==> src/rtl/dbg_uart_consts.svh <==
`ifndef DBG_UART_CONSTS_SVH
`define DBG_UART_CONSTS_SVH
`define SFR_CTRL_ADDR 8'h98
`define SFR_DATA_ADDR 8'h99
`define CTRL_RESET 8'h00
`define BIT_MODE_HI 7
`define BIT_MODE_LO 6
`define BIT_MPROC 5
`define BIT_RX_EN 4
`define BIT_TX9 3
`define BIT_RX9 2
`define BIT_TX_DONE 1
`define BIT_RX_DONE 0
`define SHIFT_DIV 3
`define FIX_DIV_SLOW 4
`define FIX_DIV_FAST 2
`define OVS_TICKS 16
`define OVS_MID 7
`define M0_RX_BITS 8
`define BITCNT_W 4
`endif

==> src/rtl/dbg_uart_pkg.sv <==
package dbg_uart_pkg;
  typedef enum logic [1:0] {
    MODE_SHIFT,
    MODE_ASYNC8,
    MODE_ASYNC9_FIX,
    MODE_ASYNC9_VAR
  } mode_type;
endpackage

==> src/rtl/skid_buffer.sv <==
`timescale 1ns/100ps
`default_nettype none
module skid_buffer #(
  parameter int WIDTH = 8
) (
  input wire logic core_clk,
  input wire logic rst,
  input wire logic in_valid,
  output logic in_ready,
  input wire logic [WIDTH-1:0] in_data,
  output logic out_valid,
  input wire logic out_ready,
  output logic [WIDTH-1:0] out_data
);
  logic [WIDTH-1:0] mem_ff [2];
  logic wr_ptr_ff;
  logic rd_ptr_ff;
  logic [1:0] count_ff;
  logic push;
  logic pop;

  initial begin
    if (WIDTH < 1) begin
      $error("skid_buffer width must be positive");
    end
  end

  assign in_ready = (count_ff != 2'd2);
  assign out_valid = (count_ff != 2'd0);
  assign out_data = mem_ff[rd_ptr_ff];
  assign push = in_valid && in_ready;
  assign pop = out_valid && out_ready;

  always_ff @(posedge core_clk or posedge rst) begin
    if (rst) begin
      mem_ff[0] <= '0;
      mem_ff[1] <= '0;
    end else if (push) begin
      mem_ff[wr_ptr_ff] <= in_data;
    end
  end

  always_ff @(posedge core_clk or posedge rst) begin
    if (rst) begin
      wr_ptr_ff <= 1'b0;
      rd_ptr_ff <= 1'b0;
      count_ff <= 2'd0;
    end else begin
      if (push) begin
        wr_ptr_ff <= ~wr_ptr_ff;
      end
      if (pop) begin
        rd_ptr_ff <= ~rd_ptr_ff;
      end
      count_ff <= count_ff + {1'b0, push} - {1'b0, pop};
    end
  end
endmodule
`default_nettype wire

==> src/rtl/rate_divider.sv <==
`timescale 1ns/100ps
`default_nettype none
module rate_divider #(
  parameter int W = 6
) (
  input wire logic core_clk,
  input wire logic rst,
  input wire logic clear,
  input wire logic [W-1:0] limit,
  output logic tick
);
  logic [W-1:0] cnt_ff;

  initial begin
    if (W < 2) begin
      $error("rate_divider width too small");
    end
  end

  // The tick is combinational so the caller sees it in the cycle the count wraps.
  assign tick = (cnt_ff == limit);

  always_ff @(posedge core_clk or posedge rst) begin
    if (rst) begin
      cnt_ff <= '0;
    end else if (clear || tick) begin
      cnt_ff <= '0;
    end else begin
      cnt_ff <= cnt_ff + 1'b1;
    end
  end
endmodule
`default_nettype wire

==> src/rtl/debug_serial_port_regs.sv <==
// Operation
// RULE_01 - Control bits 7 and 6 select the mode; firmware writes them.
// RULE_02 - Modes: shift clk/6, async8 variable, async9 fixed, async9 variable.
// RULE_03 - Nine-bit modes with filter set drop frames whose ninth bit is 0.
// RULE_04 - Eight-bit mode with filter set drops frames lacking a valid stop.
// RULE_05 - Filter clear gives normal behaviour; shift mode ignores the filter.
// RULE_06 - Control bit 4 enables reception; no data accepted while it is 0; the code checks it only in RX_IDLE, so a frame in progress is still accepted.
// RULE_07 - Nine-bit modes send control bit 3 as ninth bit.
// RULE_08 - Bit 2 stores received ninth or stop bit; unchanged in shift mode.
// RULE_09 - Nine-bit modes set transmit-done at end of ninth bit time.
// RULE_10 - Shift and eight-bit modes set transmit-done after eighth bit time.
// RULE_11 - Hardware only sets done flags; firmware clears them by writing 0.
// RULE_12 - Nine-bit modes set receive-done a clock after ninth bit sampling.
// RULE_13 - Eight-bit mode sets receive-done a clock after stop bit sampling.
// RULE_14 - Shift mode sets receive-done after the ninth cycle following start.
// RULE_15 - Hardware updates of control bits win over simultaneous firmware writes.
// RULE_16 - Data address writes transmit buffer, reads return receive buffer.
// RULE_17 - Firmware cannot read transmit buffer nor write receive buffer.
// RULE_18 - Shift mode: data on receive pin, clock on transmit pin, LSB first.
// RULE_19 - Eight-bit frame: start 0, eight data LSB first, stop 1.
// RULE_20 - Nine-bit frame adds ninth bit; fixed-rate mode ignores stop bit.
// RULE_21 - Async reception starts on start bit; shift when enabled and flag clear; the code also waits for an idle transmitter in shift mode.
// RULE_22 - Any data-buffer write starts a transmission in the current mode; the code drops writes made while the two-entry buffer is full.
// RULE_23 - Variable rates use external tx/rx ticks; fixed mode uses doubling input.
// RULE_24 - Interrupt request is OR of transmit-done and receive-done flags.
`include "dbg_uart_consts.svh"
`timescale 1ns/100ps
`default_nettype none
module debug_serial_port_regs (
  input wire logic core_clk,
  input wire logic rst,
  input wire logic [7:0] sfr_addr,
  input wire logic sfr_wr,
  input wire logic sfr_rd,
  input wire logic [7:0] sfr_wdata,
  output logic [7:0] sfr_rdata,
  input wire logic tx_rate_tick,
  input wire logic rx_rate_tick,
  input wire logic rate_double,
  input wire logic rx_pin_in,
  output logic rx_pin_out,
  output logic rx_pin_oe,
  output logic tx_pin,
  output logic irq
);
  import dbg_uart_pkg::*;

  // ****************************************
  // Control register and mode
  // ****************************************
  logic [7:0] ctrl_ff;
  logic [7:0] rx_buf_ff;
  mode_type mode;
  logic nine_bit;
  logic wr_ctrl;
  logic wr_data;
  logic rd_data;

  assign mode = mode_type'(ctrl_ff[`BIT_MODE_HI:`BIT_MODE_LO]); // RULE_01 RULE_02
  assign nine_bit = ctrl_ff[`BIT_MODE_HI];
  assign wr_ctrl = sfr_wr && (sfr_addr == `SFR_CTRL_ADDR);
  assign wr_data = sfr_wr && (sfr_addr == `SFR_DATA_ADDR);
  assign rd_data = sfr_rd && (sfr_addr == `SFR_DATA_ADDR);

  // Hardware event strobes.
  logic tx_done_set;
  logic rx_done_set;
  logic rx9_load;
  logic rx9_val;

  always_ff @(posedge core_clk or posedge rst) begin
    if (rst) begin
      ctrl_ff <= `CTRL_RESET;
    end else begin
      if (wr_ctrl) begin
        ctrl_ff <= sfr_wdata;
      end
      // Hardware writes land last, so a colliding firmware write cannot undo them.
      if (rx9_load) begin
        ctrl_ff[`BIT_RX9] <= rx9_val; // RULE_15 RULE_08
      end
      if (tx_done_set) begin
        ctrl_ff[`BIT_TX_DONE] <= 1'b1; // RULE_11 RULE_15
      end
      if (rx_done_set) begin
        ctrl_ff[`BIT_RX_DONE] <= 1'b1; // RULE_11 RULE_15
      end
    end
  end

  // ****************************************
  // Register read path and interrupt
  // ****************************************
  always_ff @(posedge core_clk or posedge rst) begin
    if (rst) begin
      sfr_rdata <= 8'h00;
    end else if (sfr_rd && sfr_addr == `SFR_CTRL_ADDR) begin
      sfr_rdata <= ctrl_ff;
    end else if (rd_data) begin
      sfr_rdata <= rx_buf_ff; // RULE_16 RULE_17
    end else begin
      sfr_rdata <= 8'h00;
    end
  end

  always_ff @(posedge core_clk or posedge rst) begin
    if (rst) begin
      irq <= 1'b0;
    end else begin
      irq <= ctrl_ff[`BIT_TX_DONE] | ctrl_ff[`BIT_RX_DONE]; // RULE_24
    end
  end

  // ****************************************
  // Bit-rate generation
  // ****************************************
  logic shift_tick;
  logic fix_tick;
  logic ovs_tick_rx;
  logic ovs_tick_tx;
  logic [5:0] fix_limit;

  assign fix_limit = rate_double ? 6'(`FIX_DIV_FAST - 1) : 6'(`FIX_DIV_SLOW - 1); // RULE_23

  // Half-period clock for shift mode: two ticks form one bit of clk/6.
  rate_divider #(.W(6)) u_shift_div (
    .core_clk(core_clk),
    .rst(rst),
    .clear(1'b0),
    .limit(6'(`SHIFT_DIV - 1)),
    .tick(shift_tick)
  );

  rate_divider #(.W(6)) u_fix_div (
    .core_clk(core_clk),
    .rst(rst),
    .clear(1'b0),
    .limit(fix_limit),
    .tick(fix_tick)
  );

  // Ticks are sixteen times the bit rate, as the receiver oversamples.
  assign ovs_tick_tx = (mode == MODE_ASYNC9_FIX) ? fix_tick : tx_rate_tick; // RULE_23
  assign ovs_tick_rx = (mode == MODE_ASYNC9_FIX) ? fix_tick : rx_rate_tick; // RULE_23

  // ****************************************
  // Transmit buffer and engine
  // ****************************************
  logic tb_valid;
  logic tb_ready;
  logic [8:0] tb_data;
  logic tx_take;
  logic [10:0] tx_sh_ff;
  logic [3:0] tx_bits_ff;
  logic [3:0] tx_ovs_ff;
  logic tx_busy_ff;
  logic shift_phase_ff;

  // The ninth bit is captured with the byte so a later control write cannot change it.
  skid_buffer #(.WIDTH(9)) u_tx_buf (
    .core_clk(core_clk),
    .rst(rst),
    .in_valid(wr_data),
    .in_ready(),
    .in_data({ctrl_ff[`BIT_TX9], sfr_wdata}), // RULE_07 RULE_22
    .out_valid(tb_valid),
    .out_ready(tb_ready),
    .out_data(tb_data)
  );

  assign tb_ready = !tx_busy_ff;
  assign tx_take = tb_valid && tb_ready;

  logic tx_bit_end;
  assign tx_bit_end = (mode == MODE_SHIFT) ? (shift_tick && shift_phase_ff)
                    : (ovs_tick_tx && tx_ovs_ff == 4'(`OVS_TICKS - 1));

  always_ff @(posedge core_clk or posedge rst) begin
    if (rst) begin
      tx_busy_ff <= 1'b0;
      tx_sh_ff <= '1;
      tx_bits_ff <= '0;
      tx_ovs_ff <= '0;
      tx_done_set <= 1'b0;
    end else begin
      tx_done_set <= 1'b0;
      if (tx_take) begin
        tx_busy_ff <= 1'b1;
        tx_ovs_ff <= '0;
        tx_bits_ff <= '0;
        if (mode == MODE_SHIFT) begin
          tx_sh_ff <= {3'b111, tb_data[7:0]}; // RULE_18
        end else if (nine_bit) begin
          tx_sh_ff <= {1'b1, tb_data[8], tb_data[7:0], 1'b0}; // RULE_20 RULE_07
        end else begin
          tx_sh_ff <= {2'b11, tb_data[7:0], 1'b0}; // RULE_19
        end
      end else if (tx_busy_ff) begin
        if (mode != MODE_SHIFT && ovs_tick_tx) begin
          tx_ovs_ff <= tx_ovs_ff + 4'd1;
        end
        if (tx_bit_end) begin
          tx_sh_ff <= {1'b1, tx_sh_ff[10:1]};
          tx_bits_ff <= tx_bits_ff + 4'd1;
          // Shift mode: bit 8 ends; async 8: start+8 data = 9th slot; async 9: 10th.
          if ((mode == MODE_SHIFT && tx_bits_ff == 4'd7) ||
              (mode == MODE_ASYNC8 && tx_bits_ff == 4'd8) ||
              (nine_bit && tx_bits_ff == 4'd9)) begin
            tx_done_set <= 1'b1; // RULE_09 RULE_10
          end
          if ((mode == MODE_SHIFT && tx_bits_ff == 4'd7) ||
              (mode != MODE_SHIFT && tx_bits_ff == (nine_bit ? 4'd10 : 4'd9))) begin
            tx_busy_ff <= 1'b0;
          end
        end
      end
    end
  end

  // ****************************************
  // Shift-mode clock phase and pins
  // ****************************************
  logic rx_sh_busy_ff;

  always_ff @(posedge core_clk or posedge rst) begin
    if (rst) begin
      shift_phase_ff <= 1'b0;
    end else if (shift_tick) begin
      shift_phase_ff <= ~shift_phase_ff;
    end
  end

  always_ff @(posedge core_clk or posedge rst) begin
    if (rst) begin
      tx_pin <= 1'b1;
      rx_pin_out <= 1'b1;
      rx_pin_oe <= 1'b0;
    end else if (mode == MODE_SHIFT) begin
      tx_pin <= (tx_busy_ff || rx_sh_busy_ff) ? ~shift_phase_ff : 1'b1; // RULE_18
      rx_pin_out <= tx_sh_ff[0];
      rx_pin_oe <= tx_busy_ff;
    end else begin
      tx_pin <= tx_busy_ff ? tx_sh_ff[0] : 1'b1;
      rx_pin_out <= 1'b1;
      rx_pin_oe <= 1'b0;
    end
  end

  // ****************************************
  // Receive engine
  // ****************************************
  typedef enum logic [1:0] {RX_IDLE, RX_START, RX_DATA, RX_SHIFT} rx_state_type;
  rx_state_type rx_state_ff;
  logic [3:0] rx_ovs_ff;
  logic [3:0] rx_bits_ff;
  logic [9:0] rx_sh_ff;
  logic rx_prev_ff;
  logic rx_frame_end_ff;
  logic rx_accept;
  logic [7:0] rx_byte;
  logic rx_ninth;
  logic [3:0] rx_last_bit;

  // Slot 8 is the stop bit in eight-bit mode and the ninth bit otherwise, so the
  // frame ends there in both cases and the nine-bit stop bit is never waited for.
  assign rx_last_bit = 4'(`M0_RX_BITS);
  assign rx_byte = rx_sh_ff[7:0];
  assign rx_ninth = rx_sh_ff[8];

  always_comb begin
    rx_accept = 1'b1;
    if (mode == MODE_SHIFT) begin
      rx_accept = 1'b1; // RULE_05
    end else if (ctrl_ff[`BIT_MPROC]) begin
      rx_accept = rx_ninth; // RULE_03 RULE_04
    end
  end

  assign rx_sh_busy_ff = (rx_state_ff == RX_SHIFT);
  assign rx_done_set = rx_frame_end_ff && rx_accept; // RULE_12 RULE_13 RULE_14
  assign rx9_load = rx_frame_end_ff && rx_accept && mode != MODE_SHIFT; // RULE_08
  assign rx9_val = rx_ninth;

  always_ff @(posedge core_clk or posedge rst) begin
    if (rst) begin
      rx_state_ff <= RX_IDLE;
      rx_ovs_ff <= '0;
      rx_bits_ff <= '0;
      rx_sh_ff <= '0;
      rx_prev_ff <= 1'b1;
      rx_frame_end_ff <= 1'b0;
    end else begin
      rx_prev_ff <= rx_pin_in;
      rx_frame_end_ff <= 1'b0;
      case (rx_state_ff)
        RX_IDLE: begin
          if (ctrl_ff[`BIT_RX_EN]) begin // RULE_06
            if (mode == MODE_SHIFT) begin
              if (!ctrl_ff[`BIT_RX_DONE] && !tx_busy_ff) begin // RULE_21
                rx_state_ff <= RX_SHIFT;
                rx_bits_ff <= '0;
              end
            end else if (rx_prev_ff && !rx_pin_in) begin // RULE_21
              rx_state_ff <= RX_START;
              rx_ovs_ff <= '0;
            end
          end
        end
        RX_START: begin
          if (ovs_tick_rx) begin
            rx_ovs_ff <= rx_ovs_ff + 4'd1;
            if (rx_ovs_ff == 4'(`OVS_MID)) begin
              // A high level at mid start bit is a glitch, not a frame.
              rx_state_ff <= rx_pin_in ? RX_IDLE : RX_DATA;
              rx_ovs_ff <= '0;
              rx_bits_ff <= '0;
            end
          end
        end
        RX_DATA: begin
          if (ovs_tick_rx) begin
            rx_ovs_ff <= rx_ovs_ff + 4'd1;
            if (rx_ovs_ff == 4'(`OVS_TICKS - 1)) begin
              rx_sh_ff[rx_bits_ff] <= rx_pin_in; // RULE_19 RULE_20
              rx_bits_ff <= rx_bits_ff + 4'd1;
              if (rx_bits_ff == rx_last_bit) begin
                // Last sampled bit: ninth bit or stop bit; flags follow next cycle.
                rx_frame_end_ff <= 1'b1; // RULE_12 RULE_13
                rx_state_ff <= RX_IDLE;
              end
            end
          end
        end
        RX_SHIFT: begin
          if (shift_tick && shift_phase_ff) begin
            rx_sh_ff[rx_bits_ff] <= rx_pin_in; // RULE_18
            rx_bits_ff <= rx_bits_ff + 4'd1;
            if (rx_bits_ff == 4'(`M0_RX_BITS - 1)) begin
              rx_frame_end_ff <= 1'b1; // RULE_14
              rx_state_ff <= RX_IDLE;
            end
          end
        end
        default: begin
          rx_state_ff <= RX_IDLE;
        end
      endcase
    end
  end

  // In async 8-bit mode the stop bit lands in slot 8, so it acts as the ninth bit.
  always_ff @(posedge core_clk or posedge rst) begin
    if (rst) begin
      rx_buf_ff <= 8'h00;
    end else if (rx_frame_end_ff && rx_accept) begin
      rx_buf_ff <= rx_byte; // RULE_17 RULE_03 RULE_04
    end
  end

  // ****************************************
  // Assertions
  // ****************************************
  irq_or_flags_a: assert property (@(posedge core_clk) disable iff (rst)
    irq == $past(ctrl_ff[`BIT_TX_DONE] | ctrl_ff[`BIT_RX_DONE])) // RULE_24
    else $error("irq does not follow done flags");
  rx_filter_a: assert property (@(posedge core_clk) disable iff (rst)
    rx_frame_end_ff && mode != MODE_SHIFT && ctrl_ff[`BIT_MPROC] && !rx_ninth
    |=> $stable(rx_buf_ff)) // RULE_03
    else $error("filtered frame loaded receive buffer");
  rx_flag_set_a: assert property (@(posedge core_clk) disable iff (rst)
    rx_frame_end_ff && rx_accept |=> ctrl_ff[`BIT_RX_DONE]) // RULE_12
    else $error("receive-done not set");
  tx_flag_set_a: assert property (@(posedge core_clk) disable iff (rst)
    tx_done_set |=> ctrl_ff[`BIT_TX_DONE]) // RULE_11
    else $error("transmit-done not set");
  rx_enable_gate_a: assert property (@(posedge core_clk) disable iff (rst)
    rx_state_ff == RX_IDLE && !ctrl_ff[`BIT_RX_EN] |=> rx_state_ff == RX_IDLE) // RULE_06
    else $error("reception started while disabled");
  rx9_shift_hold_a: assert property (@(posedge core_clk) disable iff (rst)
    mode == MODE_SHIFT && !wr_ctrl |=> $stable(ctrl_ff[`BIT_RX9])) // RULE_08
    else $error("ninth bit store changed in shift mode");
  tx_idle_line_a: assert property (@(posedge core_clk) disable iff (rst)
    !tx_busy_ff && mode != MODE_SHIFT ##1 mode != MODE_SHIFT |-> tx_pin) // RULE_19
    else $error("idle transmit line not high");
  hw_wins_a: assert property (@(posedge core_clk) disable iff (rst)
    wr_ctrl && rx_done_set |=> ctrl_ff[`BIT_RX_DONE]) // RULE_15
    else $error("firmware write overrode hardware flag");
  tx_start_c: cover property (@(posedge core_clk) disable iff (rst) tx_take);
  rx_done_c: cover property (@(posedge core_clk) disable iff (rst) rx_done_set);
  rx_block_c: cover property (@(posedge core_clk) disable iff (rst)
    rx_frame_end_ff && !rx_accept);
endmodule
`default_nettype wire

==> config.mk <==
export PLATFORM = sky130hd
export DESIGN_NAME = debug_serial_port_regs
export DESIGN_NICKNAME = d
export VERILOG_FILES = /design/src/rtl/dbg_uart_pkg.sv /design/src/rtl/skid_buffer.sv /design/src/rtl/rate_divider.sv /design/src/rtl/debug_serial_port_regs.sv
export VERILOG_INCLUDE_DIRS = /design/src /design/src/rtl
export SDC_FILE = /design/constraint.sdc
export NUM_CORES = 1
export LEC_CHECK = 0
export BUFFER_PORTS_ARGS = -buffer_cell sky130_fd_sc_hd__buf_2
export CORE_MARGIN = 5
export CORE_UTILIZATION = 65
export CTS_BUF_LIST = sky130_fd_sc_hd__clkbuf_16
export CTS_CLUSTER_DIAMETER = 40
export CTS_CLUSTER_SIZE = 28
export DETAILED_ROUTE_END_ITERATION = 6
export PLACE_DENSITY = 0.85
export SYNTH_ARGS = -nofsm -noshare
export SYNTH_HDL_FRONTEND = slang
export SYNTH_SLANG_ARGS = --single-unit
export TNS_END_PERCENT = 10
==> constraint.sdc <==
create_clock -name core_clk -period 5.6 [get_ports core_clk]
set_clock_uncertainty 0.1 [all_clocks]
set_input_delay 0 -clock core_clk [delete_from_list [all_inputs] [get_ports core_clk]]
set_output_delay 0 -clock core_clk [all_outputs]
set_load 0.02 [all_outputs]
-- Word-level counts from Yosys, hierarchy flattened
Index checks and enable logic that the tools add are counted.
- bits in registers: 106
- bits in latches: 0
- memory bits (writable): 0
- memory bits (read-only): 0
- bits of input ports: 24
- logic and storage cells: 212
- memories kept: 0
- add/subtract/negate cells: 8
- multipliers: 0
- divide/modulo/power cells: 0
- order comparisons: 5
- equality and inequality tests: 33
- shift operators: 0
- muxes and demuxes: 87
- bitwise logic cells: 6
- reduce and logical (&&, ||, !) cells: 44
- operators by type and width (operator ; number):
    4-bit two-way mux ; 20
    10-bit two-way mux ; 5
    9-bit two-way mux ; 4
    11-bit two-way mux ; 3
    2-bit two-way mux ; 14
    1-bit two-way mux ; 27
    2-bit != test, second input constant ; 11
    4-bit equality test, second input constant ; 5
    10-bit one-hot mux with 2 select lines ; 1
    1-bit logical AND ; 19
    18-bit bitwise mux ; 1
    2-bit nonzero test ; 9
    4-bit by 1-bit adder with 4-bit output, second input constant ; 4
    8-bit equality test, second input constant ; 2
    8-bit two-way mux ; 2
    4-bit one-hot mux with 4 select lines ; 1
    6-bit by 1-bit adder with 6-bit output, second input constant ; 2
    4-bit by 3-bit equality test with 1-bit output, second input constant ; 3
    6-bit two-way mux ; 2
    4-bit one-hot mux with 3 select lines ; 1
    10-bit bitwise mux ; 1
    10-bit AND reduction ; 1
    9-bit demux with 1-bit select ; 1
    2-bit one-hot mux with 4 select lines ; 1
    other kinds (27) ; 43

-- Logic depth before layout (Yosys ltp)
Gate-level depths: netlist (run 1).
- depth in word-level cells: 8
- depth in mapped cells: 9
- depth with buffers taken out: 8

-- By module
From an unflattened synthesis (run 1), not the netlist that was laid out.
- cell total of the unflattened synthesis: 480
- area total of the unflattened synthesis: 5482.8 µm²
- modules (own cells, without submodules) (module ; instances ; cells an instance ; area each (µm²)):
    debug_serial_port_regs ; 1 ; 342 ; 3716.1
    skid_buffer ; 1 ; 70 ; 1028.5
    rate_divider ; 2 ; 34 ; 369.1

-- Worst setup path after synthesis (run 1)
OpenSTA, ideal clock, no wires.
- path kind: reg2reg
- start: register u_fix_div.cnt_ff[3]
- end: register rx_state_ff[0]
- arrival: 2447 ps
- data required time: 5375 ps
- slack: 2928 ps
- cell stages (with the launch flop): 6
- path buffers: 0
- period minus slack after synthesis: 2672 ps
- path through: dfrtp_1 or3b_4 or4_4 a221o_1 a2111oi_4 mux2_2
- word-level cells in the longest chain between the ends: 4
- RTL lines (element ; RTL line ; RTL):
    start: declaration ; rate_divider.sv:12 ; logic [W-1:0] cnt_ff;
    start signal: assignment ; rate_divider.sv:29 ; cnt_ff <= cnt_ff + 1'b1;
    6-bit by 2-bit equality test with 1-bit output (*) ; rate_divider.sv:21 ; assign tick = (cnt_ff == limit);
    1-bit two-way mux (*) ; debug_serial_port_regs.sv:144 ; assign ovs_tick_rx = (mode == MODE_ASYNC9_FIX) ? fix_tick : rx_rate_tick;
    2-bit != test (no source line) ; -- ;
    10-bit AND reduction (no source line) (*) ; -- ;
    end signal: assignment ; debug_serial_port_regs.sv:314 ; rx_state_ff <= rx_pin_in ? RX_IDLE : RX_DATA;
    end: declaration ; debug_serial_port_regs.sv:253 ; rx_state_type rx_state_ff;
Every way passes the cells marked *; elsewhere a longest branch is shown, timed or not.
A chain may end at the register's enable or synchronous reset.

-- Worst setup path after layout (run 1)
- start: register u_tx_buf.count_ff[1]
- end: register u_tx_buf.count_ff[1]
- word-level cells in the longest chain between the ends: 4
- RTL lines (element ; RTL line ; RTL):
    start: declaration ; skid_buffer.sv:18 ; logic [1:0] count_ff;
    start signal: assignment ; skid_buffer.sv:55 ; count_ff <= count_ff + {1'b0, push} - {1'b0, pop};
    2-bit != test ; skid_buffer.sv:28 ; assign in_ready = (count_ff != 2'd2);
    1-bit logical AND ; skid_buffer.sv:31 ; assign push = in_valid && in_ready;
    2-bit by 1-bit adder with 2-bit output ; skid_buffer.sv:55 ;
    2-bit by 1-bit subtractor with 2-bit output (*) ; skid_buffer.sv:55 ;
Marks and branches as above.

==> results of run 1 <==
-- how the worst min path moves through the flow --
| stage | endpoint | slack [ps] | cells after the start |
|---|---|---|---|
| final | sfr_rdata[3] | 30 | 3 |
| after global placement | u_shift_div.cnt_ff[1] | -110 | 2 |
| after detailed placement | u_shift_div.cnt_ff[0] | -90 | 2 |
| after CTS | sfr_rdata[3] | 8 | 3 |
| after global routing | sfr_rdata[4] | 30 | 3 |
| after floorplan | rx_prev_ff | -100 | 0 |
-- synth_stat cells (2+ instances only) --
master    number  area, sq um
dfrtp_1       91         2277
mux2_2        45        506.7
nor2_1        32        120.1
nand2_1       28        105.1
nand3_1       24        120.1
a21oi_1       22        110.1
ha_1          20        250.2
inv_1         19        71.32
mux2i_1       15        150.1
clkbuf_1      13        48.80
dfstp_2       13        341.6
o21ai_0       12        60.06
xnor2_1       12        105.1
nor3_1         9        45.04
mux4_2         7        157.7
nand2b_1       7        43.79
nor2b_1        6        37.54
or3_1          5        31.28
nand4_1        4        25.02
o41ai_1        4        35.03
or2_2          4        25.02
a31oi_1        3        18.77
o21a_1         3        22.52
a21o_1         2        15.01
a22oi_1        2        15.01
and2_1         2        12.51
o211ai_1       2        15.01
o21ai_1        2        10.01
o22ai_1        2        12.51
o31ai_1        2        15.01
xor2_1         2        17.52
-- power by group through the flow --
| stage | clock network (mW) | registers, mW | logic [mW] |
|---|---|---|---|
| CTS | 0.625 | 1.06 | 0.657 |
| global placement | 0 | 1.06 | 0.612 |
| detailed placement | 0 | 1.07 | 0.644 |
| floorplan | 0 | 1.03 | 0.516 |
| finish | 0.612 | 1.06 | 0.656 |
| global route | 0.661 | 1.09 | 0.730 |
-- kinds of logic after synthesis --
family                   Yosys count
AND/OR/NAND/NOR                  134
flip-flops                       104
XOR/XNOR                          14
multiplexers                      67
adder cells (fa/ha/maj)           20
AO/OA/AOI/OAI                     67
buffers and inverters             32
-- cell usage in the layout, fill, tap and decap left out, types with 3 or more instances in the layout --
master / Yosys / routed
or2_2: 4 / 4
xnor2_1: 12 / 12
clkbuf_16: 0 / 9
mux2i_1: 15 / 15
o41ai_1: 4 / 4
o21a_1: 3 / 3
mux4_2: 7 / 7
o21ai_0: 12 / 12
or3_1: 5 / 5
inv_6: 0 / 5
dfstp_2: 13 / 13
nor3_1: 9 / 9
dfrtp_1: 91 / 91
nand4_1: 4 / 4
dlygate4sd3_1: 0 / 11
mux2_2: 45 / 45
buf_2: 0 / 35
nand2_1: 28 / 28
ha_1: 20 / 20
a31oi_1: 3 / 3
nor2b_1: 6 / 6
nand3_1: 24 / 24
a21oi_1: 22 / 22
nand2b_1: 7 / 7
buf_4: 0 / 4
nor2_1: 32 / 32
inv_1: 19 / 18
-- stage by stage --
stage	worst slack [ps]	hold WS [ps]	util	cells	instance area [sq um]
3_5_place_dp	2607	-90.85	0.6996	566	5350
6_report	2537	29.76	0.7521	593	5752
4_1_cts	2541	8.121	0.7521	593	5752
2_1_floorplan	2789	-95.52	-	438	5064
5_1_grt	2414	25.94	0.7521	593	5752
3_3_place_gp	2730	-108.3	0.6996	566	5350
-- flip-flops by register name (all words and copies together), names as in the netlist, 2 cells and up --
register,flops
tx_bits_ff,4
u_shift_div.cnt_ff,6
rx_sh_ff,9
rx_ovs_ff,4
rx_buf_ff,8
tx_ovs_ff,4
ctrl_ff,8
rx_state_ff,2
rx_bits_ff,4
u_fix_div.cnt_ff,6
sfr_rdata,8
u_tx_buf.mem_ff,18
u_tx_buf.count_ff,2
tx_sh_ff,10
-- tightest hold or removal path, delay by kind of cell --
family                 cells  cell delay, ps
buffers and inverters      1             200
multiplexers               1             150
AND/OR/NAND/NOR            1              80
-- metal layers --
metal  part of all wire  GRT usage  routed length [um]
met1               0.44     0.2995                4514
met5                  0          0                   0
met4              0.011    0.05147                 110
met3              0.027    0.04571                 272
met2               0.52     0.3874                5361
-- layout make-up --
cell class	instances	share of cell area
clock inverters	7	0.01153
well taps	102	0.02219
multi-input cells	302	0.4042
inverters	19	0.01283
clock buffers	9	0.03916
repair buffers	50	0.05482
flip-flops and latches	104	0.4553
==> flow_metrics.env, run 1 <==
export IMPL_multiInputGateArea_sq_um=2325
export IMPL_cts_path_max_buffers=2
export IMPL_synthArstFlopShare=1.000
export IMPL_slew_viol_final=0
export IMPL_power_mw=2.329
export IMPL_hp_class="in -> reg"
export IMPL_cp_startpoint="u_tx_buf.count_ff[1]"
export IMPL_finalSetupViolCount=0
export IMPL_ff2ff_setup_slack_ps=2540
export IMPL_clock_fmax_ghz=0.3265
export IMPL_synthXorXnorAreaFrac=0.02422
export IMPL_initial_core_util=0.6621
export IMPL_grt_max_degree=78
export IMPL_finalCriticalPeriod_ps=3063
export IMPL_start_kind="flip-flop"
export IMPL_num_rows=32
export IMPL_final_seq_area_sq_um=2619
export IMPL_worst_pin_slew_ps=1170
export IMPL_dp_hpwl_mm=7.265
export IMPL_wl_mm=10.26
export IMPL_track_usage=0.2260
export IMPL_grt_first_pass_wirelength_mm=17.56
export IMPL_syn_avg_cell_area_sq_um=11.56
export IMPL_drt_iter0_markers=236
export IMPL_area_growth_pct=13.59
export IMPL_hold_buffers=11
export IMPL_required_ps=5760
export IMPL_nNetsFinal=530
export IMPL_vias_per_cell=5.892
export IMPL_ys_types=55
export IMPL_grt_pass1_vias=3665
export IMPL_vias=3494
export IMPL_p_leak_nw=2.682
export IMPL_ys_seq_area_frac=0.5172
export IMPL_cts_sinks=104
export IMPL_cts_made_buffers=9
export IMPL_cp_top_family="compound AO/OA/AOI/OAI gates"
export IMPL_synth_cells=438
export IMPL_worst_path_largest_cell_delay_ps=920
export IMPL_clockRootBuffer="clkbuf_16"
export IMPL_core_area_sq_um=7647
export IMPL_cp_endpoint="u_tx_buf.count_ff[1]"
export IMPL_htreeDepth=3
export IMPL_wl_per_cell_um=17.30
export IMPL_fillers=483
export IMPL_internal_power_mw=1.534
export IMPL_synthMuxAreaShare=0.1609
export IMPL_synth_area_sq_um=5064
export IMPL_synth_compound_area_frac=0.09019
export IMPL_diodes=0
export IMPL_postCtsResizedCells=0
export IMPL_crit_buf_inv=2
export IMPL_powerDensity_nw_per_um2=404.9
export IMPL_ys_flop_type="dfrtp_1"
export IMPL_drv_cap=0
export IMPL_arrival_ps=3220
export IMPL_rr_startpoint="u_tx_buf.count_ff[1]"
export IMPL_cts_tree="done"
export IMPL_drive_gt1_frac=0.2709
export IMPL_ys_ff_latch=104
export IMPL_die_h_um=98.26
export IMPL_worstReg2RegEnd="u_tx_buf.count_ff[1]"
export IMPL_pwr_share_clk=0.263
export IMPL_synth_top_family_by_area="multiplexers"
export IMPL_yosysWarnings=0
export IMPL_cp_slowest_cell="o21ai_1"
export IMPL_postCtsSetupRepairBufs=0
export IMPL_synth_edf_count=0
export IMPL_clkTransAtPathRegs_ps=70
export IMPL_fp_dieArea_sq_um=9655
export IMPL_grt_setup_unrepaired="false"
export IMPL_switching_share=0.3411
export IMPL_drc=0
export IMPL_synthAdderAreaFrac=0.04942
export IMPL_ir_drop_uv=348.6
export IMPL_io_pins=36
export IMPL_ant_nets=0
export IMPL_rr_worst_depth=7
export IMPL_io_buffers=35
export IMPL_overflow=0
export IMPL_die_x_um=98.26
export IMPL_end_kind="flip-flop"
export IMPL_power_frac_comb=0.282
export IMPL_grt_antenna_before_repair=0
export IMPL_worstPathMaxFanout=17
export IMPL_finalSetupTns_ps=0
export IMPL_fin_crit_sh=0.5469
export IMPL_synth_simple_area_share=0.1344
export IMPL_clk_latency_ps=340
export IMPL_dr_pass1_iters=5
export IMPL_status="completed"
export IMPL_path_depth=7
export IMPL_crit_type="reg -> reg"
export IMPL_slew_headroom=0.2149
export IMPL_min_from="sfr_addr[0]"
export IMPL_worstPathCellList="o21ai_1 -> inv_1 -> ha_1 -> inv_1 -> ha_1 -> xnor2_1 -> xnor2_1"
export IMPL_p_switching_uw=794.4
export IMPL_syn_num_nets=482
export IMPL_hold_viol=0
export IMPL_gp_routability_congestion=0.8483
export IMPL_seqPwrFrac=0.455
Note: power is estimated with default switching activity, not from simulation.
==> run 2: changes to the inputs <==
- CORE_UTILIZATION: 65 -> 60
- PLACE_DENSITY: 0.85 -> 0.79
- clock period: 5.6 -> 3.1 ns (I/O delays scaled with it)
==> run 2 against run 1 <==
Critical path depth down 2; routed wire length increased by 8.1%; worst hold slack got worse by 20 ps; power up 85%; setup slack worse by 2300 ps; register-to-register slack got worse by 2300 ps; via count up 3.5%; die area up 7.5%; design area rose by 1.5%; core utilization fell by 4.2 points; clock power grew 93%; cell count increased by 1.5%; largest cell class unchanged; largest power group unchanged; highest routed layer unchanged.
==> flow_metrics.env, run 2 (synthesis gave the netlist of run 1 again) <==
export IMPL_clockRootBuffer="clkbuf_16"
export IMPL_crit_type="reg -> reg"
export IMPL_top_regs="u_tx_buf.mem_ff (18), tx_sh_ff (10), rx_sh_ff (9)"
export IMPL_wl_mm=11.09
export IMPL_drive_gt1_frac=0.2797
export IMPL_vias_per_cell=6.005
export IMPL_num_rows=33
export IMPL_area_growth_pct=15.27
export IMPL_hold_viol=0
export IMPL_dr_pass1_iters=4
export IMPL_gp_routability_congestion=0.8661
export IMPL_ir_drop_uv=584.8
export IMPL_finalSetupTns_ps=0
export IMPL_finalSetupViolCount=0
export IMPL_io_buffers=35
export IMPL_grt_pass1_vias=3800
export IMPL_slew_headroom=0.4614
export IMPL_vias=3615
export IMPL_cts_made_buffers=9
export IMPL_finalCriticalPeriod_ps=2833
export IMPL_hp_class="in -> reg"
export IMPL_postCtsResizedCells=0
export IMPL_holdWs_ps=9.403
export IMPL_mostFrequentLayoutCell="dfrtp_1"
export IMPL_slew_viol_final=0
export IMPL_htreeDepth=3
export IMPL_end_kind="flip-flop"
export IMPL_grt_first_pass_wirelength_mm=19.02
export IMPL_io_pins=36
export IMPL_die_h_um=101.9
export IMPL_clock_fmax_ghz=0.3530
export IMPL_ant_nets=0
export IMPL_overflow=0
export IMPL_worst_pin_slew_ps=800.5
export IMPL_dp_hpwl_mm=7.539
export IMPL_drv_cap=0
export IMPL_diodes=0
export IMPL_arrival_ps=2970
export IMPL_die_x_um=101.9
export IMPL_power_mw=4.318
export IMPL_top_register="u_tx_buf.mem_ff"
export IMPL_drt_iter0_markers=161
export IMPL_clkTransAtPathRegs_ps=70
export IMPL_grt_antenna_before_repair=0
export IMPL_initial_core_util=0.6163
export IMPL_core_area_sq_um=8217
export IMPL_worstPathMaxFanout=5
export IMPL_mostFrequentLayoutCells="dfrtp_1 (91), mux2_2 (45), buf_2 (35), nor2_1 (32), nand2_1 (28)"
export IMPL_nNetsFinal=536
export IMPL_grt_setup_unrepaired="false"
export IMPL_status="completed"
export IMPL_required_ps=3230
export IMPL_wl_per_cell_um=18.42
export IMPL_fp_dieArea_sq_um=10380
export IMPL_cts_sinks=104
export IMPL_powerDensity_nw_per_um2=739.8
export IMPL_start_kind="flip-flop"
export IMPL_p_leak_nw=2.722
export IMPL_clk_latency_ps=350
export IMPL_grt_max_degree=105
export IMPL_cts_tree="done"
export IMPL_drc=0
export IMPL_largest_reg_flops=18
export IMPL_track_usage=0.2371
export IMPL_cts_path_max_buffers=2
export IMPL_fin_crit_sh=0.9139
-- run 2: changes by cell type in the layout (fill, tap and decap cells not counted), sizes merged --
cell    previous run  this run
buf               39        45
bufinv             0         1
clkinv             0         3
inv               26        22
-- run 2: power by group --
group | switching (mW) | internal, mW
combinational | 0.662 | 0.552
sequential | 0.258 | 1.67
clock | 0.533 | 0.645
total | 1.45 | 2.86
-- run 2: metrics by stage --
step	instances	util	setup slack [ps]	cell area, sq um
after floorplan	438	-	289.3	5064
after global placement	575	0.6586	366.0	5411
after detailed placement	575	0.6586	299.6	5411
after CTS	602	0.7104	286.1	5837
after global routing	602	0.7104	217.9	5837
final	602	0.7104	267.0	5837
-- run 2: critical path, cell delays in order (launching register included) --
cell and delay (ps):
dfrtp_1 440, or3b_4 430, or4_4 550, a221o_1 420
a2111oi_4 410, mux2_2 380
-- run 2: timing repair --
action,CTS,global route
hold buffers,11,0
endpoints found under the hold margin,126,0
buffers inserted,0,0
-- run 2: layer usage --
metal	GRT usage	vias up	share of wire
li1	-	1675	-
met5	0	-	0
met1	0.3028	1829	0.41
met2	0.4069	88	0.52
met4	0.08375	0	0.024
met3	0.04505	23	0.042
-- run 2: layout make-up --
class	instances	area, sq um
multi-input combinational	302	2325
clock buffer	9	225.2
clock inverter	7	90.09
timing repair buffer	56	372.9
tap	105	131.4
inverter	19	73.82
sequential	104	2619
fill	572	2380
-- run 2: worst paths after layout --
path | start | to | slack, ps | cells after the start
min | sfr_addr[3] | sfr_rdata[0] | 9 | 3
max | u_fix_div.cnt_ff[2] | rx_state_ff[0] | 270 | 5
min reg2reg | u_fix_div.cnt_ff[5] | u_fix_div.cnt_ff[5] | 370 | 1
max in group asynchronous | rst | tx_busy_ff | 2240 | 4
min in group asynchronous | rst | tx_ovs_ff[1] | 230 | 4
max reg2reg | u_fix_div.cnt_ff[2] | rx_state_ff[0] | 270 | 5
==> run 3: changes to the inputs <==
==> constraint.sdc (replaced) <==
create_clock -name core_clk -period 3.1 [get_ports core_clk]
set_clock_uncertainty 0.1 [all_clocks]
set_input_delay 0.775 -clock core_clk [delete_from_list [all_inputs] [get_ports core_clk]]
set_output_delay 0.775 -clock core_clk [all_outputs]
set_load 0.1 [all_outputs]
==> run 3 against run 2 <==
Power up 1.3%; non-clock buffer count down 10; sequential power about the same; core utilization down 1.3 points; largest cell class unchanged; critical endpoint unchanged; sequential cell count unchanged; combinational power up 5%.
==> flow_metrics.env, run 3 (synthesis gave the netlist of run 1 again) <==
export IMPL_status="completed"
export IMPL_drive_gt1_frac=0.2875
export IMPL_htreeDepth=3
export IMPL_overflow=0
export IMPL_clk_latency_ps=340
export IMPL_hp_class="reg -> reg"
export IMPL_internal_power_mw=2.856
export IMPL_ant_nets=0
export IMPL_switching_share=0.3472
export IMPL_grt_max_degree=105
export IMPL_vias=3525
export IMPL_power_frac_comb=0.290
export IMPL_postCtsSetupRepairBufs=0
export IMPL_arrival_ps=2950
export IMPL_fp_dieArea_sq_um=10380
export IMPL_top_regs="u_tx_buf.mem_ff (18), tx_sh_ff (10), rx_sh_ff (9)"
export IMPL_mostFrequentLayoutCell="dfrtp_1"
export IMPL_diodes=0
export IMPL_grt_setup_unrepaired="false"
export IMPL_ir_drop_uv=379.9
export IMPL_num_rows=33
export IMPL_vias_per_cell=5.954
export IMPL_p_switching_mw=1.519
export IMPL_finalCriticalPeriod_ps=2812
export IMPL_cts_sinks=104
export IMPL_pwr_share_clk=0.270
export IMPL_initial_core_util=0.6163
export IMPL_final_instance_count_excl_fill=592
export IMPL_finalSetupTns_ps=0
export IMPL_drt_iter0_markers=208
export IMPL_area_growth_pct=13.17
export IMPL_slew_viol_final=0
export IMPL_wl_mm=10.49
export IMPL_cts_path_max_buffers=2
export IMPL_required_ps=3230
export IMPL_clockRootBuffer="clkbuf_16"
export IMPL_largest_reg_flops=18
export IMPL_slew_headroom=0.5041
export IMPL_grt_first_pass_wirelength_mm=18.35
export IMPL_io_buffers=35
export IMPL_clkTransAtPathRegs_ps=70
export IMPL_clock_fmax_ghz=0.3556
export IMPL_hold_viol=0
export IMPL_drv_cap=0
export IMPL_crit_type="reg -> reg"
export IMPL_postCtsResizedCells=0
export IMPL_place_inst=576
export IMPL_core_area_sq_um=8217
export IMPL_grt_antenna_before_repair=0
export IMPL_die_h_um=101.9
export IMPL_gp_routability_congestion=0.8330
export IMPL_p_leak_nw=2.677
export IMPL_dr_pass1_iters=4
export IMPL_drc=0
export IMPL_cts_made_buffers=9
export IMPL_dp_hpwl_mm=7.194
export IMPL_top_register="u_tx_buf.mem_ff"
export IMPL_powerDensity_nw_per_um2=763.4
export IMPL_worstPathMaxFanout=5
export IMPL_fin_crit_sh=0.9072
export IMPL_io_pins=36
export IMPL_wl_per_cell_um=17.73
export IMPL_start_kind="flip-flop"
export IMPL_worst_pin_slew_ps=737.0
export IMPL_cts_tree="done"
export IMPL_seqPwrFrac=0.439
export IMPL_hold_buffers=0
export IMPL_mostFrequentLayoutCells="dfrtp_1 (91), mux2_2 (45), buf_2 (35), nor2_1 (32), nand2_1 (28)"
export IMPL_track_usage=0.2244
export IMPL_grt_pass1_vias=3700
export IMPL_finalSetupViolCount=0
export IMPL_die_x_um=101.9
export IMPL_nNetsFinal=526
export IMPL_power_mw=4.375
export IMPL_end_kind="flip-flop"
==> run 3: cell count changes in the layout (fill, tap and decap cells not counted) <==
cell | previous run | this run
clkinvlp_4 | 0 | 1
clkinv_8 | 1 | 0
buf_4 | 9 | 10
inv_8 | 0 | 1
dlygate4sd3_1 | 11 | 0
inv_4 | 1 | 0
==> run 3: worst max-delay path: stages, from the launching register on <==
cell       delay (ps)
dfrtp_1           420
or3b_4            430
or4_4             560
a221o_1           410
a2111oi_4         400
mux2_2            370
==> run 3: path summary, 6_finish.rpt <==
kind                                      end  cells past startpoint  slack [ps]                 from
max reg2reg                    rx_state_ff[0]                      5         290  u_fix_div.cnt_ff[3]
min                               tx_sh_ff[8]                      2         370          tx_sh_ff[9]
min in group asynchronous  u_tx_buf.mem_ff[3]                      3         450                  rst
max in group asynchronous          rx_pin_out                      3        1980                  rst
min reg2reg                       tx_sh_ff[8]                      2         370          tx_sh_ff[9]
max                            rx_state_ff[0]                      5         290  u_fix_div.cnt_ff[3]
==> run 3: power by group through the flow <==
| stage | sequential [mW] | combinational [mW] | clock, mW |
|---|---|---|---|
| final | 1.92 | 1.27 | 1.18 |
| after global routing | 1.96 | 1.41 | 1.26 |
| after CTS | 1.92 | 1.27 | 1.20 |
| after detailed placement | 1.94 | 1.25 | 0 |
| after global placement | 1.92 | 1.19 | 0 |
| after floorplan | 1.93 | 0.933 | 0 |
==> run 3: area by class of cell <==
| cell class | count | area (sq um) |
|---|---|---|
| fillers | 581 | 2486 |
| clock buffers | 9 | 225.2 |
| flip-flops and latches | 104 | 2619 |
| well taps | 105 | 131.4 |
| clock inverters | 7 | 85.08 |
| multi-input cells | 302 | 2325 |
| inverters | 19 | 75.07 |
| repair buffers | 46 | 270.3 |
==> run 3: metal layers <==
metal,track usage,vias to the layer above,part of all wire
met5,0,-,0
met4,0.06256,0,0.012
met3,0.04369,13,0.032
met2,0.3813,65,0.52
met1,0.2971,1788,0.44
li1,-,1659,-
==> run 3: through the flow <==
stage | setup slack (ps) | instance area, sq um | hold WS, ps | utilization
final | 287.8 | 5731 | 370.3 | 0.6974
after global routing | 232.8 | 5731 | 399.9 | 0.6974
after CTS | 300.8 | 5731 | 370.3 | 0.6974
after detailed placement | 178.5 | 5420 | 356.3 | 0.6597
after global placement | 215.3 | 5420 | 350.0 | 0.6597
after floorplan | 408.5 | 5067 | 312.7 | -
